### config.mk
export PLATFORM = sky130hd
export DESIGN_NAME = timer16_top
export DESIGN_NICKNAME = d
export VERILOG_FILES = /design/src/core/timer16_pkg.sv /design/src/core/capture_filter.sv /design/src/core/timer16_top.sv
export VERILOG_INCLUDE_DIRS = /design/src /design/src/core
export SDC_FILE = /design/constraint.sdc
export NUM_CORES = 1
export LEC_CHECK = 0
export BUFFER_PORTS_ARGS = -buffer_cell sky130_fd_sc_hd__clkbuf_2
export CORE_MARGIN = 2
export CORE_UTILIZATION = 45
export DETAILED_ROUTE_END_ITERATION = 8
export SYNTH_ARGS = -nofsm -noshare
export SYNTH_HDL_FRONTEND = slang
export SYNTH_SLANG_ARGS = --single-unit
export TNS_END_PERCENT = 5
### constraint.sdc
create_clock -name aclk -period 3.9 [get_ports aclk]
set_clock_uncertainty 0.05 [all_clocks]
set_input_delay 0.39 -clock aclk [delete_from_list [all_inputs] [get_ports aclk]]
set_output_delay 0.39 -clock aclk [all_outputs]
set_load 0.01 [all_outputs]
### src/core/timer16_defines.svh
// Register offsets, field codes, reset values and timing counts of the timer
`ifndef TIMER16_DEFINES_SVH
`define TIMER16_DEFINES_SVH

// Register byte addresses, one byte register per aligned word
`define OFS_COUNT_LO   8'h00
`define OFS_COUNT_HI   8'h04
`define OFS_CMPA_LO    8'h08
`define OFS_CMPA_HI    8'h0C
`define OFS_CMPB_LO    8'h10
`define OFS_CMPB_HI    8'h14
`define OFS_CAP_LO     8'h18
`define OFS_CAP_HI     8'h1C
`define OFS_CTRL_A     8'h20
`define OFS_CTRL_B     8'h24
`define OFS_FLAG       8'h28
`define OFS_MASK       8'h2C
`define OFS_POWER      8'h30

// Reset values and the control A write mask
`define POWER_RESET    1'b1
`define BYTE_RESET     8'h00
`define WORD_RESET     16'h0000
`define CTRL_A_WMASK   8'hF3

// Count range landmarks
`define COUNT_BOTTOM   16'h0000
`define COUNT_MAX      16'hFFFF
`define TOP_8BIT       16'h00FF
`define TOP_9BIT       16'h01FF
`define TOP_10BIT      16'h03FF

// Counting modes
`define MODE_NORMAL    4'h0
`define MODE_PWM8      4'h1
`define MODE_PWM9      4'h2
`define MODE_PWM10     4'h3
`define MODE_CTC_CMPA  4'h4
`define MODE_CTC_CAP   4'hC
`define MODE_PWM_CAP   4'hE
`define MODE_PWM_CMPA  4'hF

// Clock select codes and prescaler masks
`define CS_STOP        3'h0
`define CS_DIV1        3'h1
`define CS_DIV8        3'h2
`define CS_DIV64       3'h3
`define CS_DIV256      3'h4
`define CS_DIV1024     3'h5
`define CS_EXT_FALL    3'h6
`define CS_EXT_RISE    3'h7
`define MASK_DIV8      10'h007
`define MASK_DIV64     10'h03F
`define MASK_DIV256    10'h0FF
`define MASK_DIV1024   10'h3FF
`define PRESC_STEP     10'h001

// Compare output actions
`define OM_OFF         2'h0
`define OM_TOGGLE      2'h1
`define OM_CLEAR       2'h2
`define OM_SET         2'h3

// Capture noise filter length in samples
`define FILTER_LEN     4

// Bus responses
`define RESP_OKAY      2'h0
`define RESP_SLVERR    2'h2

`endif

### src/core/timer16_pkg.sv
// Types shared by the timer files
package timer16_pkg;

  typedef struct packed {
    logic [1:0] out_mode_a;
    logic [1:0] out_mode_b;
    logic [1:0] rsv;
    logic [1:0] mode_low;
  } control_a_t;

  typedef struct packed {
    logic       filter_en;
    logic       edge_rising;
    logic       source_comp;
    logic [1:0] mode_high;
    logic [2:0] clock_sel;
  } control_b_t;

  typedef struct packed {
    logic capture;
    logic match_b;
    logic match_a;
    logic overflow;
  } flags_t;

endpackage

### src/core/capture_filter.sv
// Capture trigger synchroniser, noise filter and edge detector
`timescale 1ns/100ps
`default_nettype none
`include "timer16_defines.svh"
module capture_filter (
  // Clock and reset
  input  wire logic aclk,
  input  wire logic aresetn,
  // Trigger sources
  input  wire logic pin_in,
  input  wire logic comp_in,
  // Settings
  input  wire logic use_comp,
  input  wire logic filter_en,
  input  wire logic edge_rising,
  input  wire logic enable,
  // Result
  output logic      event_pulse
);

  logic                     sel_raw;
  logic                     sync1;
  logic                     sync2;
  logic [`FILTER_LEN-1:0]   hist;
  logic                     level;
  logic                     level_q;

  // Mux ahead of the synchroniser keeps one crossing for both sources
  assign sel_raw = use_comp ? comp_in : pin_in;

  // Two-stage synchroniser
  always_ff @(posedge aclk) begin
    if (!aresetn) begin
      sync1 <= 1'b0;
      sync2 <= 1'b0;
    end else begin
      sync1 <= sel_raw;
      sync2 <= sync1;
    end
  end

  // With filter_en set, level changes only after a run of equal samples
  always_ff @(posedge aclk) begin
    if (!aresetn) begin
      hist  <= '0;
      level <= 1'b0;
    end else begin
      hist <= {hist[`FILTER_LEN-2:0], sync2};
      if (!filter_en) begin
        level <= sync2;
      end else if (&hist) begin
        level <= 1'b1;
      end else if (~|hist) begin
        level <= 1'b0;
      end
    end
  end

  // Edge detection on the cleaned level
  always_ff @(posedge aclk) begin
    if (!aresetn) begin
      level_q <= 1'b0;
    end else begin
      level_q <= level;
    end
  end

  assign event_pulse = enable && (edge_rising ? (level && !level_q) : (!level && level_q));

endmodule
`default_nettype wire

### src/core/timer16_top.sv
// 16-bit timer/counter with byte-wide register access over AXI4-Lite
//
// Decided for this implementation: the AXI4-Lite interface to the registers and the register addresses.
`timescale 1ns/100ps
`default_nettype none
`include "timer16_defines.svh"
module timer16_top
  import timer16_pkg::*;
(
  // Clock and reset
  input  wire logic        aclk,
  input  wire logic        aresetn,
  // AXI4-Lite write address
  input  wire logic [7:0]  awaddr,
  input  wire logic [2:0]  awprot,
  input  wire logic        awvalid,
  output logic             awready,
  // AXI4-Lite write data
  input  wire logic [31:0] wdata,
  input  wire logic [3:0]  wstrb,
  input  wire logic        wvalid,
  output logic             wready,
  // AXI4-Lite write response
  output logic [1:0]       bresp,
  output logic             bvalid,
  input  wire logic        bready,
  // AXI4-Lite read address
  input  wire logic [7:0]  araddr,
  input  wire logic [2:0]  arprot,
  input  wire logic        arvalid,
  output logic             arready,
  // AXI4-Lite read data
  output logic [31:0]      rdata,
  output logic [1:0]       rresp,
  output logic             rvalid,
  input  wire logic        rready,
  // Timer pins
  input  wire logic        ext_count_pin,
  input  wire logic        capture_input_pin,
  input  wire logic        comparator_in,
  output logic             compare_out_a,
  output logic             compare_out_a_en,
  output logic             compare_out_b,
  output logic             compare_out_b_en,
  // Status
  output logic [3:0]       int_req,
  output logic             at_bottom,
  output logic             at_max,
  output logic             at_top
);

  logic        aw_held;
  logic        w_held;
  logic [7:0]  aw_addr_q;
  logic [7:0]  w_data_q;
  logic        w_lane_q;
  logic        wr_fire;
  logic        wr_en;
  logic        rd_fire;
  logic [7:0]  rd_addr;
  logic [7:0]  rd_byte;
  logic [7:0]  temp;
  logic        temp_write;
  logic [15:0] count;
  logic [15:0] cmpa_buf;
  logic [15:0] cmpa_act;
  logic [15:0] cmpb_buf;
  logic [15:0] cmpb_act;
  logic [15:0] capture;
  control_a_t  ctrl_a;
  control_b_t  ctrl_b;
  flags_t      flags;
  flags_t      mask;
  logic        power_off;
  logic [3:0]  mode;
  logic        pwm;
  logic        top_is_cap;
  logic [15:0] top;
  logic [9:0]  presc;
  logic        ext_s1;
  logic        ext_s2;
  logic        ext_s3;
  logic        raw_tick;
  logic        timer_tick;
  logic        cnt_write;
  logic        block_match;
  logic        wrap;
  logic        match_a;
  logic        match_b;
  logic        ovf;
  logic        cap_fire;
  logic [3:0]  clr;
  logic        a_en;
  logic        b_en;

  function automatic logic is_mapped(input logic [7:0] a);
    return a <= `OFS_POWER;
  endfunction

  function automatic logic is_high(input logic [7:0] a);
    return a == `OFS_COUNT_HI || a == `OFS_CMPA_HI || a == `OFS_CMPB_HI || a == `OFS_CAP_HI;
  endfunction

  // Next level of one compare output
  function automatic logic wave_next(input logic [1:0] om, input logic pw, input logic cur,
                                     input logic m, input logic w);
    logic n;
    n = cur;
    if (pw) begin
      if (m) n = (om == `OM_SET);
      if (w) n = (om == `OM_CLEAR);
      if (!om[1]) n = 1'b0;
    end else begin
      case (om)
        `OM_TOGGLE: if (m) n = ~cur;
        `OM_CLEAR:  if (m) n = 1'b0;
        `OM_SET:    if (m) n = 1'b1;
        default:    n = 1'b0;
      endcase
    end
    return n;
  endfunction

  // Write channel: address and data taken independently, then joined
  assign awready = !aw_held && !bvalid;
  assign wready  = !w_held && !bvalid;
  assign wr_fire = aw_held && w_held;
  assign wr_en   = wr_fire && w_lane_q;

  always_ff @(posedge aclk) begin
    if (!aresetn) begin
      aw_held   <= 1'b0;
      w_held    <= 1'b0;
      aw_addr_q <= `BYTE_RESET;
      w_data_q  <= `BYTE_RESET;
      w_lane_q  <= 1'b0;
    end else begin
      if (awvalid && awready) begin
        aw_held   <= 1'b1;
        aw_addr_q <= {awaddr[7:2], 2'b00};
      end
      if (wvalid && wready) begin
        w_held   <= 1'b1;
        w_data_q <= wdata[7:0]; // Bytes ride in the low lane
        w_lane_q <= wstrb[0];
      end
      if (wr_fire) begin
        aw_held <= 1'b0;
        w_held  <= 1'b0;
      end
    end
  end

  // Write response, error for unmapped words
  always_ff @(posedge aclk) begin
    if (!aresetn) begin
      bvalid <= 1'b0;
      bresp  <= `RESP_OKAY;
    end else if (wr_fire) begin
      bvalid <= 1'b1;
      bresp  <= is_mapped(aw_addr_q) ? `RESP_OKAY : `RESP_SLVERR;
    end else if (bready) begin
      bvalid <= 1'b0;
    end
  end

  // Read channel, one outstanding read
  assign arready = !rvalid;
  assign rd_fire = arvalid && arready;
  assign rd_addr = {araddr[7:2], 2'b00};

  // High reads of counter and capture see the holding register
  always_comb begin
    case (rd_addr)
      `OFS_COUNT_LO: rd_byte = count[7:0];
      `OFS_COUNT_HI: rd_byte = temp;
      `OFS_CMPA_LO:  rd_byte = cmpa_buf[7:0];
      `OFS_CMPA_HI:  rd_byte = cmpa_buf[15:8];
      `OFS_CMPB_LO:  rd_byte = cmpb_buf[7:0];
      `OFS_CMPB_HI:  rd_byte = cmpb_buf[15:8];
      `OFS_CAP_LO:   rd_byte = capture[7:0];
      `OFS_CAP_HI:   rd_byte = temp;
      `OFS_CTRL_A:   rd_byte = ctrl_a;
      `OFS_CTRL_B:   rd_byte = ctrl_b;
      `OFS_FLAG:     rd_byte = {4'h0, flags};
      `OFS_MASK:     rd_byte = {4'h0, mask};
      `OFS_POWER:    rd_byte = {7'h00, power_off};
      default:       rd_byte = `BYTE_RESET;
    endcase
  end

  always_ff @(posedge aclk) begin
    if (!aresetn) begin
      rvalid <= 1'b0;
      rdata  <= 32'h00000000;
      rresp  <= `RESP_OKAY;
    end else if (rd_fire) begin
      rvalid <= 1'b1;
      rdata  <= {24'h000000, rd_byte};
      rresp  <= is_mapped(rd_addr) ? `RESP_OKAY : `RESP_SLVERR;
    end else if (rready) begin
      rvalid <= 1'b0;
    end
  end

  // Shared holding register: high writes and counter or capture low reads update it
  assign temp_write = wr_en && is_high(aw_addr_q);

  always_ff @(posedge aclk) begin
    if (!aresetn) begin
      temp <= `BYTE_RESET;
    end else if (temp_write) begin
      temp <= w_data_q;
    end else if (rd_fire && rd_addr == `OFS_COUNT_LO) begin
      temp <= count[15:8];
    end else if (rd_fire && rd_addr == `OFS_CAP_LO) begin
      temp <= capture[15:8];
    end
  end

  // Control, mask and power registers
  always_ff @(posedge aclk) begin
    if (!aresetn) begin
      ctrl_a    <= control_a_t'(`BYTE_RESET);
      ctrl_b    <= control_b_t'(`BYTE_RESET);
      mask      <= flags_t'(4'h0);
      power_off <= `POWER_RESET;
    end else if (wr_en) begin
      if (aw_addr_q == `OFS_CTRL_A) ctrl_a <= control_a_t'(w_data_q & `CTRL_A_WMASK);
      if (aw_addr_q == `OFS_CTRL_B) ctrl_b <= control_b_t'(w_data_q);
      if (aw_addr_q == `OFS_MASK) mask <= flags_t'(w_data_q[3:0]);
      if (aw_addr_q == `OFS_POWER) power_off <= w_data_q[0];
    end
  end

  // Mode decode and top selection
  assign mode       = {ctrl_b.mode_high, ctrl_a.mode_low};
  assign pwm        = mode inside {`MODE_PWM8, `MODE_PWM9, `MODE_PWM10,
                                   `MODE_PWM_CAP, `MODE_PWM_CMPA};
  assign top_is_cap = mode == `MODE_CTC_CAP || mode == `MODE_PWM_CAP;

  always_comb begin
    case (mode)
      `MODE_PWM8:     top = `TOP_8BIT;
      `MODE_PWM9:     top = `TOP_9BIT;
      `MODE_PWM10:    top = `TOP_10BIT;
      `MODE_CTC_CMPA: top = cmpa_act;
      `MODE_PWM_CMPA: top = cmpa_act;
      `MODE_CTC_CAP:  top = capture;
      `MODE_PWM_CAP:  top = capture;
      default:        top = `COUNT_MAX;
    endcase
  end

  // Prescaler runs only while powered; held cleared otherwise
  always_ff @(posedge aclk) begin
    if (!aresetn || power_off) begin
      presc <= 10'h000;
    end else begin
      presc <= presc + `PRESC_STEP;
    end
  end

  // External count pin synchroniser and edge history
  always_ff @(posedge aclk) begin
    if (!aresetn) begin
      ext_s1 <= 1'b0;
      ext_s2 <= 1'b0;
      ext_s3 <= 1'b0;
    end else begin
      ext_s1 <= ext_count_pin;
      ext_s2 <= ext_s1;
      ext_s3 <= ext_s2;
    end
  end

  // Clock select picks source and edge
  always_comb begin
    unique case (ctrl_b.clock_sel)
      `CS_STOP:     raw_tick = 1'b0;
      `CS_DIV1:     raw_tick = 1'b1;
      `CS_DIV8:     raw_tick = (presc & `MASK_DIV8) == `MASK_DIV8;
      `CS_DIV64:    raw_tick = (presc & `MASK_DIV64) == `MASK_DIV64;
      `CS_DIV256:   raw_tick = (presc & `MASK_DIV256) == `MASK_DIV256;
      `CS_DIV1024:  raw_tick = (presc & `MASK_DIV1024) == `MASK_DIV1024;
      `CS_EXT_FALL: raw_tick = !ext_s2 && ext_s3;
      `CS_EXT_RISE: raw_tick = ext_s2 && !ext_s3;
    endcase
  end

  assign timer_tick = raw_tick && !power_off;
  assign cnt_write  = wr_en && aw_addr_q == `OFS_COUNT_LO;
  assign wrap       = timer_tick && count == top;

  // Counter: host write first, then wrap at top, else step
  always_ff @(posedge aclk) begin
    if (!aresetn) begin
      count <= `WORD_RESET;
    end else if (cnt_write) begin
      count <= {temp, w_data_q};
    end else if (wrap) begin
      count <= `COUNT_BOTTOM;
    end else if (timer_tick) begin
      count <= count + 16'h0001;
    end
  end

  // A counter write hides the match on the next tick
  always_ff @(posedge aclk) begin
    if (!aresetn) begin
      block_match <= 1'b0;
    end else if (cnt_write) begin
      block_match <= 1'b1;
    end else if (timer_tick) begin
      block_match <= 1'b0;
    end
  end

  // Compare buffers; PWM modes only take new values at top
  always_ff @(posedge aclk) begin
    if (!aresetn) begin
      cmpa_buf <= `WORD_RESET;
      cmpb_buf <= `WORD_RESET;
      cmpa_act <= `WORD_RESET;
      cmpb_act <= `WORD_RESET;
    end else begin
      if (wr_en && aw_addr_q == `OFS_CMPA_LO) cmpa_buf <= {temp, w_data_q};
      if (wr_en && aw_addr_q == `OFS_CMPB_LO) cmpb_buf <= {temp, w_data_q};
      if (!pwm || wrap) begin
        cmpa_act <= cmpa_buf;
        cmpb_act <= cmpb_buf;
      end
    end
  end

  // Continuous compare against the active copies
  assign match_a = timer_tick && !block_match && count == cmpa_act;
  assign match_b = timer_tick && !block_match && count == cmpb_act;
  assign ovf     = pwm ? wrap : (timer_tick && count == `COUNT_MAX);

  // Capture trigger path
  capture_filter u_filter (
    .aclk        (aclk),
    .aresetn     (aresetn),
    .pin_in      (capture_input_pin),
    .comp_in     (comparator_in),
    .use_comp    (ctrl_b.source_comp),
    .filter_en   (ctrl_b.filter_en),
    .edge_rising (ctrl_b.edge_rising),
    .enable      (!power_off && !top_is_cap),
    .event_pulse (cap_fire)
  );

  // Capture register is host-writable only while it sets top
  always_ff @(posedge aclk) begin
    if (!aresetn) begin
      capture <= `WORD_RESET;
    end else if (cap_fire) begin
      capture <= count;
    end else if (wr_en && top_is_cap && aw_addr_q == `OFS_CAP_LO) begin
      capture <= {temp, w_data_q};
    end
  end

  // Flags: write one clears, a same-cycle event wins
  assign clr = (wr_en && aw_addr_q == `OFS_FLAG) ? w_data_q[3:0] : 4'h0;

  always_ff @(posedge aclk) begin
    if (!aresetn) begin
      flags <= flags_t'(4'h0);
    end else begin
      flags <= flags_t'((flags & ~clr) | {cap_fire, match_b, match_a, ovf});
    end
  end

  assign int_req = flags & mask;

  // Waveform outputs; channel A silent when it sets the PWM top
  assign a_en = ctrl_a.out_mode_a != `OM_OFF && mode != `MODE_PWM_CMPA;
  assign b_en = ctrl_a.out_mode_b != `OM_OFF;

  always_ff @(posedge aclk) begin
    if (!aresetn) begin
      compare_out_a <= 1'b0;
      compare_out_b <= 1'b0;
    end else begin
      compare_out_a <= a_en && wave_next(ctrl_a.out_mode_a, pwm, compare_out_a, match_a, wrap);
      compare_out_b <= wave_next(ctrl_a.out_mode_b, pwm, compare_out_b, match_b, wrap);
    end
  end

  assign compare_out_a_en = a_en;
  assign compare_out_b_en = b_en;

  // Landmark status
  assign at_bottom = count == `COUNT_BOTTOM;
  assign at_max    = count == `COUNT_MAX;
  assign at_top    = count == top;

  // Checks
  logic [15:0] wr_word;
  logic [7:0]  count_hi;
  logic [7:0]  cmpa_hi;
  assign wr_word  = {temp, w_data_q};
  assign count_hi = count[15:8];
  assign cmpa_hi  = cmpa_buf[15:8];
endmodule
`default_nettype wire

==> metrics.txt <==
# TYPE chip_impl_metric gauge
chip_impl_metric{name="start_util",unit="%"} 46.1
chip_impl_metric{name="drt-vias-per-instance",unit=""} 5.90
chip_impl_metric{name="vertical_extent_of_the_die",unit="um"} 151
chip_impl_metric{name="cp.buffers_inverters",unit=""} 1
chip_impl_info{name="status",value="completed"} 1
chip_impl_metric{name="synth_sequential_area_ratio",unit="%"} 37.0
chip_impl_info{name="path_cells",value="nand2_1, o21ai_0, o32a_1, o221ai_1, o41a_1, nand4b_4, o22ai_4, buf_4, mux2i_1, nor2b_1"} 1
chip_impl_info{name="synth.top_cells.by_area",value="sky130_fd_sc_hd__dfxtp_1 (37%), sky130_fd_sc_hd__mux2i_1 (8.0%), sky130_fd_sc_hd__nand2_1 (5.4%)"} 1
chip_impl_metric{name="drt_first_iter_violations",unit=""} 857
chip_impl_metric{name="grt_start_max_net_pins",unit=""} 86
chip_impl_metric{name="synth-warning-count",unit=""} 0
chip_impl_metric{name="ios",unit=""} 120
chip_impl_metric{name="critical_path.max_stage_delay",unit="ns"} 0.95
chip_impl_metric{name="regArea",unit="sq mm"} 0.00360
chip_impl_info{name="rr_startpoint",value="ctrl_a[1]"} 1
chip_impl_metric{name="synth.lib_cells_used.distinct",unit=""} 73
chip_impl_metric{name="worst_setup_hold_path_clk_slew",unit="ns"} 0.08
chip_impl_metric{name="dieArea",unit="sq mm"} 0.0229
chip_impl_metric{name="grtUsageTotal",unit="%"} 27.9
chip_impl_metric{name="total_length_of_routed_wires",unit="um"} 31600
chip_impl_metric{name="fmax",unit="MHz"} 278
chip_impl_metric{name="fin_crit_sh",unit="%"} 92.3
chip_impl_metric{name="setup_viol_count_final",unit=""} 0
chip_impl_metric{name="synth_enable_flop_cells",unit=""} 0
chip_impl_metric{name="cts_setup_buffers",unit=""} 0
chip_impl_info{name="cts_tree",value="built"} 1
chip_impl_metric{name="clk_path_buf_depth",unit=""} 2
chip_impl_metric{name="transition_at_the_pin_with_the_smallest_max_transition_slack",unit="ns"} 0.959
chip_impl_info{name="crit_path_start_kind",value="flop"} 1
chip_impl_metric{name="flow.area_growth_from_synthesis",unit="%"} 10.8
chip_impl_metric{name="final_antenna_net_count",unit=""} 0
chip_impl_metric{name="drt_first_pass_iters",unit=""} 6
chip_impl_metric{name="timing.max_slew.rel_slack",unit="%"} 36.0
chip_impl_info{name="min_to",value="ext_s1"} 1
chip_impl_metric{name="routed-via-count",unit=""} 8737
chip_impl_info{name="yosysTopAreaCell",value="sky130_fd_sc_hd__dfxtp_1"} 1
chip_impl_metric{name="power_density",unit="mW/mm^2"} 354
chip_impl_info{name="clock_tree.root_cell",value="sky130_fd_sc_hd__clkbuf_16"} 1
chip_impl_metric{name="fillerInstances",unit=""} 2044
chip_impl_metric{name="post_synth_instance_area",unit="sq mm"} 0.00975
chip_impl_metric{name="post_drt_wl_per_cell",unit="um"} 21.3
chip_impl_metric{name="rr_worst_depth",unit=""} 10
chip_impl_metric{name="arrival",unit="ns"} 3.89
chip_impl_metric{name="cts.htree.levels",unit=""} 4
chip_impl_metric{name="timing.final.crit_period",unit="ns"} 3.60
chip_impl_metric{name="ys_seq_elements",unit=""} 180
chip_impl_info{name="min-delay-start",value="ext_count_pin"} 1
chip_impl_info{name="yosys-top-cells-count",value="sky130_fd_sc_hd__dfxtp_1 (180), sky130_fd_sc_hd__nand2_1 (141), sky130_fd_sc_hd__nor2_1 (82)"} 1
chip_impl_metric{name="final-hold-violation-count",unit=""} 0
chip_impl_info{name="critical_path.slowest_cell",value="sky130_fd_sc_hd__dfxtp_1"} 1
chip_impl_metric{name="io_buffer_count",unit=""} 56
chip_impl_info{name="crit-reg2reg-capture",value="cmpb_act[11]"} 1
chip_impl_metric{name="layout-drive-gt1-share",unit="%"} 12.0
chip_impl_metric{name="yosys.area.top_type_share",unit="%"} 37.0
chip_impl_metric{name="path_max_fanout",unit=""} 25
chip_impl_metric{name="utilization",unit="%"} 51.1
chip_impl_metric{name="chipWidth",unit="um"} 151
chip_impl_metric{name="core_area",unit="sq mm"} 0.0212
chip_impl_metric{name="globalRoute.totalOverflow",unit=""} 0
chip_impl_metric{name="multi_input_area",unit="sq mm"} 0.00557
chip_impl_metric{name="cts-buffers-inserted",unit=""} 17
chip_impl_metric{name="clock_sink_count",unit=""} 180
chip_impl_metric{name="worst_ir_drop_vdd",unit="V"} 0.000318
chip_impl_metric{name="ys_async_sr_fraction",unit="%"} 0
chip_impl_info{name="synth_most_common_cell",value="sky130_fd_sc_hd__dfxtp_1"} 1
chip_impl_metric{name="drc_errors",unit=""} 0
chip_impl_metric{name="maxCapViolCount",unit=""} 0
chip_impl_info{name="synthFlopType",value="sky130_fd_sc_hd__dfxtp_1"} 1
chip_impl_metric{name="gp_routability_congestion",unit=""} 0.945
chip_impl_metric{name="setup.reg_to_reg.worst_slack",unit="ns"} 0.30
chip_impl_metric{name="finalMaxSlewViolations",unit=""} 0
chip_impl_metric{name="timing.critical_path.required",unit="ns"} 4.19
chip_impl_metric{name="first_global_vias",unit=""} 7734
chip_impl_metric{name="num-nets-final",unit=""} 1268
chip_impl_metric{name="leakage",unit="nW"} 4.40
chip_impl_info{name="rsz0062_at_grt",value="false"} 1
chip_impl_metric{name="post_synth.cell_area_avg",unit="sq um"} 8.38
chip_impl_metric{name="ctsHoldBuffers",unit=""} 0
chip_impl_metric{name="fin_setup_tns",unit="ns"} 0
chip_impl_metric{name="place_hpwl",unit="um"} 22500
chip_impl_metric{name="placementRows",unit=""} 53
chip_impl_metric{name="grt_antenna_before_repair",unit=""} 0
chip_impl_metric{name="holdPathStages",unit=""} 2
chip_impl_metric{name="insertedDiodeCount",unit=""} 0
chip_impl_info{name="timing.setup.critical_path_class",value="flop to flop"} 1
chip_impl_metric{name="ctsResizeCount",unit=""} 0
chip_impl_metric{name="clock_latency_on_the_worst_skew_pair",unit="ns"} 0.45
chip_impl_metric{name="netlist_instances",unit=""} 1163
chip_impl_info{name="end_kind",value="flop"} 1
chip_impl_info{name="critPathTopFamily",value="compound AO/OA/AOI/OAI gates"} 1
chip_impl_info{name="worstHoldPathType",value="primary input to flop"} 1
chip_impl_metric{name="wire_length_of_the_first_global_routing_pass",unit="um"} 47600
[how the worst max path moves through the flow]
stage | slack, ns | cells after the start | endpoint | start
global placement | 0.34 | 10 | cmpb_act[11] | ctrl_a[1]
floorplan | 1.06 | 11 | count[15] | ctrl_b[4]
global route | 0.16 | 10 | cmpb_act[11] | ctrl_a[1]
CTS | 0.36 | 8 | at_top | ctrl_a[1]
finish | 0.30 | 10 | cmpb_act[11] | ctrl_a[1]
detailed placement | 0.38 | 10 | cmpb_act[11] | ctrl_a[1]
[state kept, by name, indices dropped and copies added (netlist names), 6 cells and up]
name,flops
aw_addr_q,6
capture,16
cmpa_act,16
cmpa_buf,16
cmpb_act,16
cmpb_buf,16
count,16
ctrl_a,6
ctrl_b,8
presc,10
rdata,8
temp,8
w_data_q,8
[layer usage]
layer	routed length (um)	vias up	track usage, %
met2	14100	405	42.8
met3	2660	64	4.67
met5	0	-	0
met4	1060	0	10.6
met1	13800	4107	39.2
li1	-	4161	-
[cell families (layout without fill, tap and decap cells)]
family	count (synthesis)	in the layout	share of synthesized area (%)
and+or+nand+nor	466	466	24.9
buffers and inverters	130	149	6.90
AOI/OAI and AO/OA	261	261	18.6
other	1	26	0.0385
adders and majority gates	6	6	0.770
xor gates and xnor gates	40	40	3.59
muxes	79	79	8.24
DFF	180	180	37.0
[cell usage in the layout, fill, tap and decap left out, types with 17 or more instances in the layout]
| cell | synthesis | final |
|---|---|---|
| sky130_fd_sc_hd__nor4_1 | 19 | 18 |
| sky130_fd_sc_hd__xor2_1 | 37 | 37 |
| sky130_fd_sc_hd__nand2_1 | 141 | 141 |
| sky130_fd_sc_hd__clkbuf_16 | 0 | 17 |
| sky130_fd_sc_hd__o21ai_0 | 63 | 63 |
| sky130_fd_sc_hd__nand3_1 | 23 | 23 |
| sky130_fd_sc_hd__a22oi_1 | 19 | 19 |
| sky130_fd_sc_hd__o221ai_1 | 20 | 20 |
| sky130_fd_sc_hd__a31oi_1 | 24 | 24 |
| sky130_fd_sc_hd__a21boi_0 | 46 | 46 |
| sky130_fd_sc_hd__nor3_1 | 22 | 22 |
| sky130_fd_sc_hd__buf_4 | 27 | 41 |
| sky130_fd_sc_hd__dfxtp_1 | 180 | 180 |
| sky130_fd_sc_hd__and2_1 | 25 | 25 |
| sky130_fd_sc_hd__conb_1 | 1 | 26 |
| sky130_fd_sc_hd__clkbuf_2 | 0 | 55 |
| sky130_fd_sc_hd__inv_1 | 19 | 19 |
| sky130_fd_sc_hd__nor2_1 | 82 | 82 |
| sky130_fd_sc_hd__nor2b_1 | 68 | 68 |
| sky130_fd_sc_hd__a21oi_1 | 23 | 23 |
| sky130_fd_sc_hd__mux2i_1 | 78 | 78 |
[final cells by class]
class	count	share of cell area [%]
Inverter	19	0.660
Tap cell	275	3.18
Clock inverter	15	1.54
Multi-Input combinational cell	878	51.6
Clock buffer	17	3.94
Timing Repair Buffer	98	5.77
Sequential cell	180	33.3
[power by group]
group	switching [mW]	total, mW	internal, mW
Sequential	0.0496	1.91	1.86
Clock	0.863	1.72	0.858
Combinational	0.113	0.191	0.0784
Total	1.02	3.82	2.80
[per-stage QoR]
stage	cell area [sq um]	hold WS (ns)	total power [mW]	setup slack, ns	instances
finish	10800	0.100	3.82	0.302	1482
global route	10800	0.109	3.94	0.158	1482
detailed placement	10200	0.369	2.14	0.375	1450
global placement	10200	0.367	2.14	0.345	1450
floorplan	9840	0.362	2.08	1.06	1188
CTS	10800	0.0924	3.83	0.365	1482
Note: power is estimated with default switching activity, not from simulation.
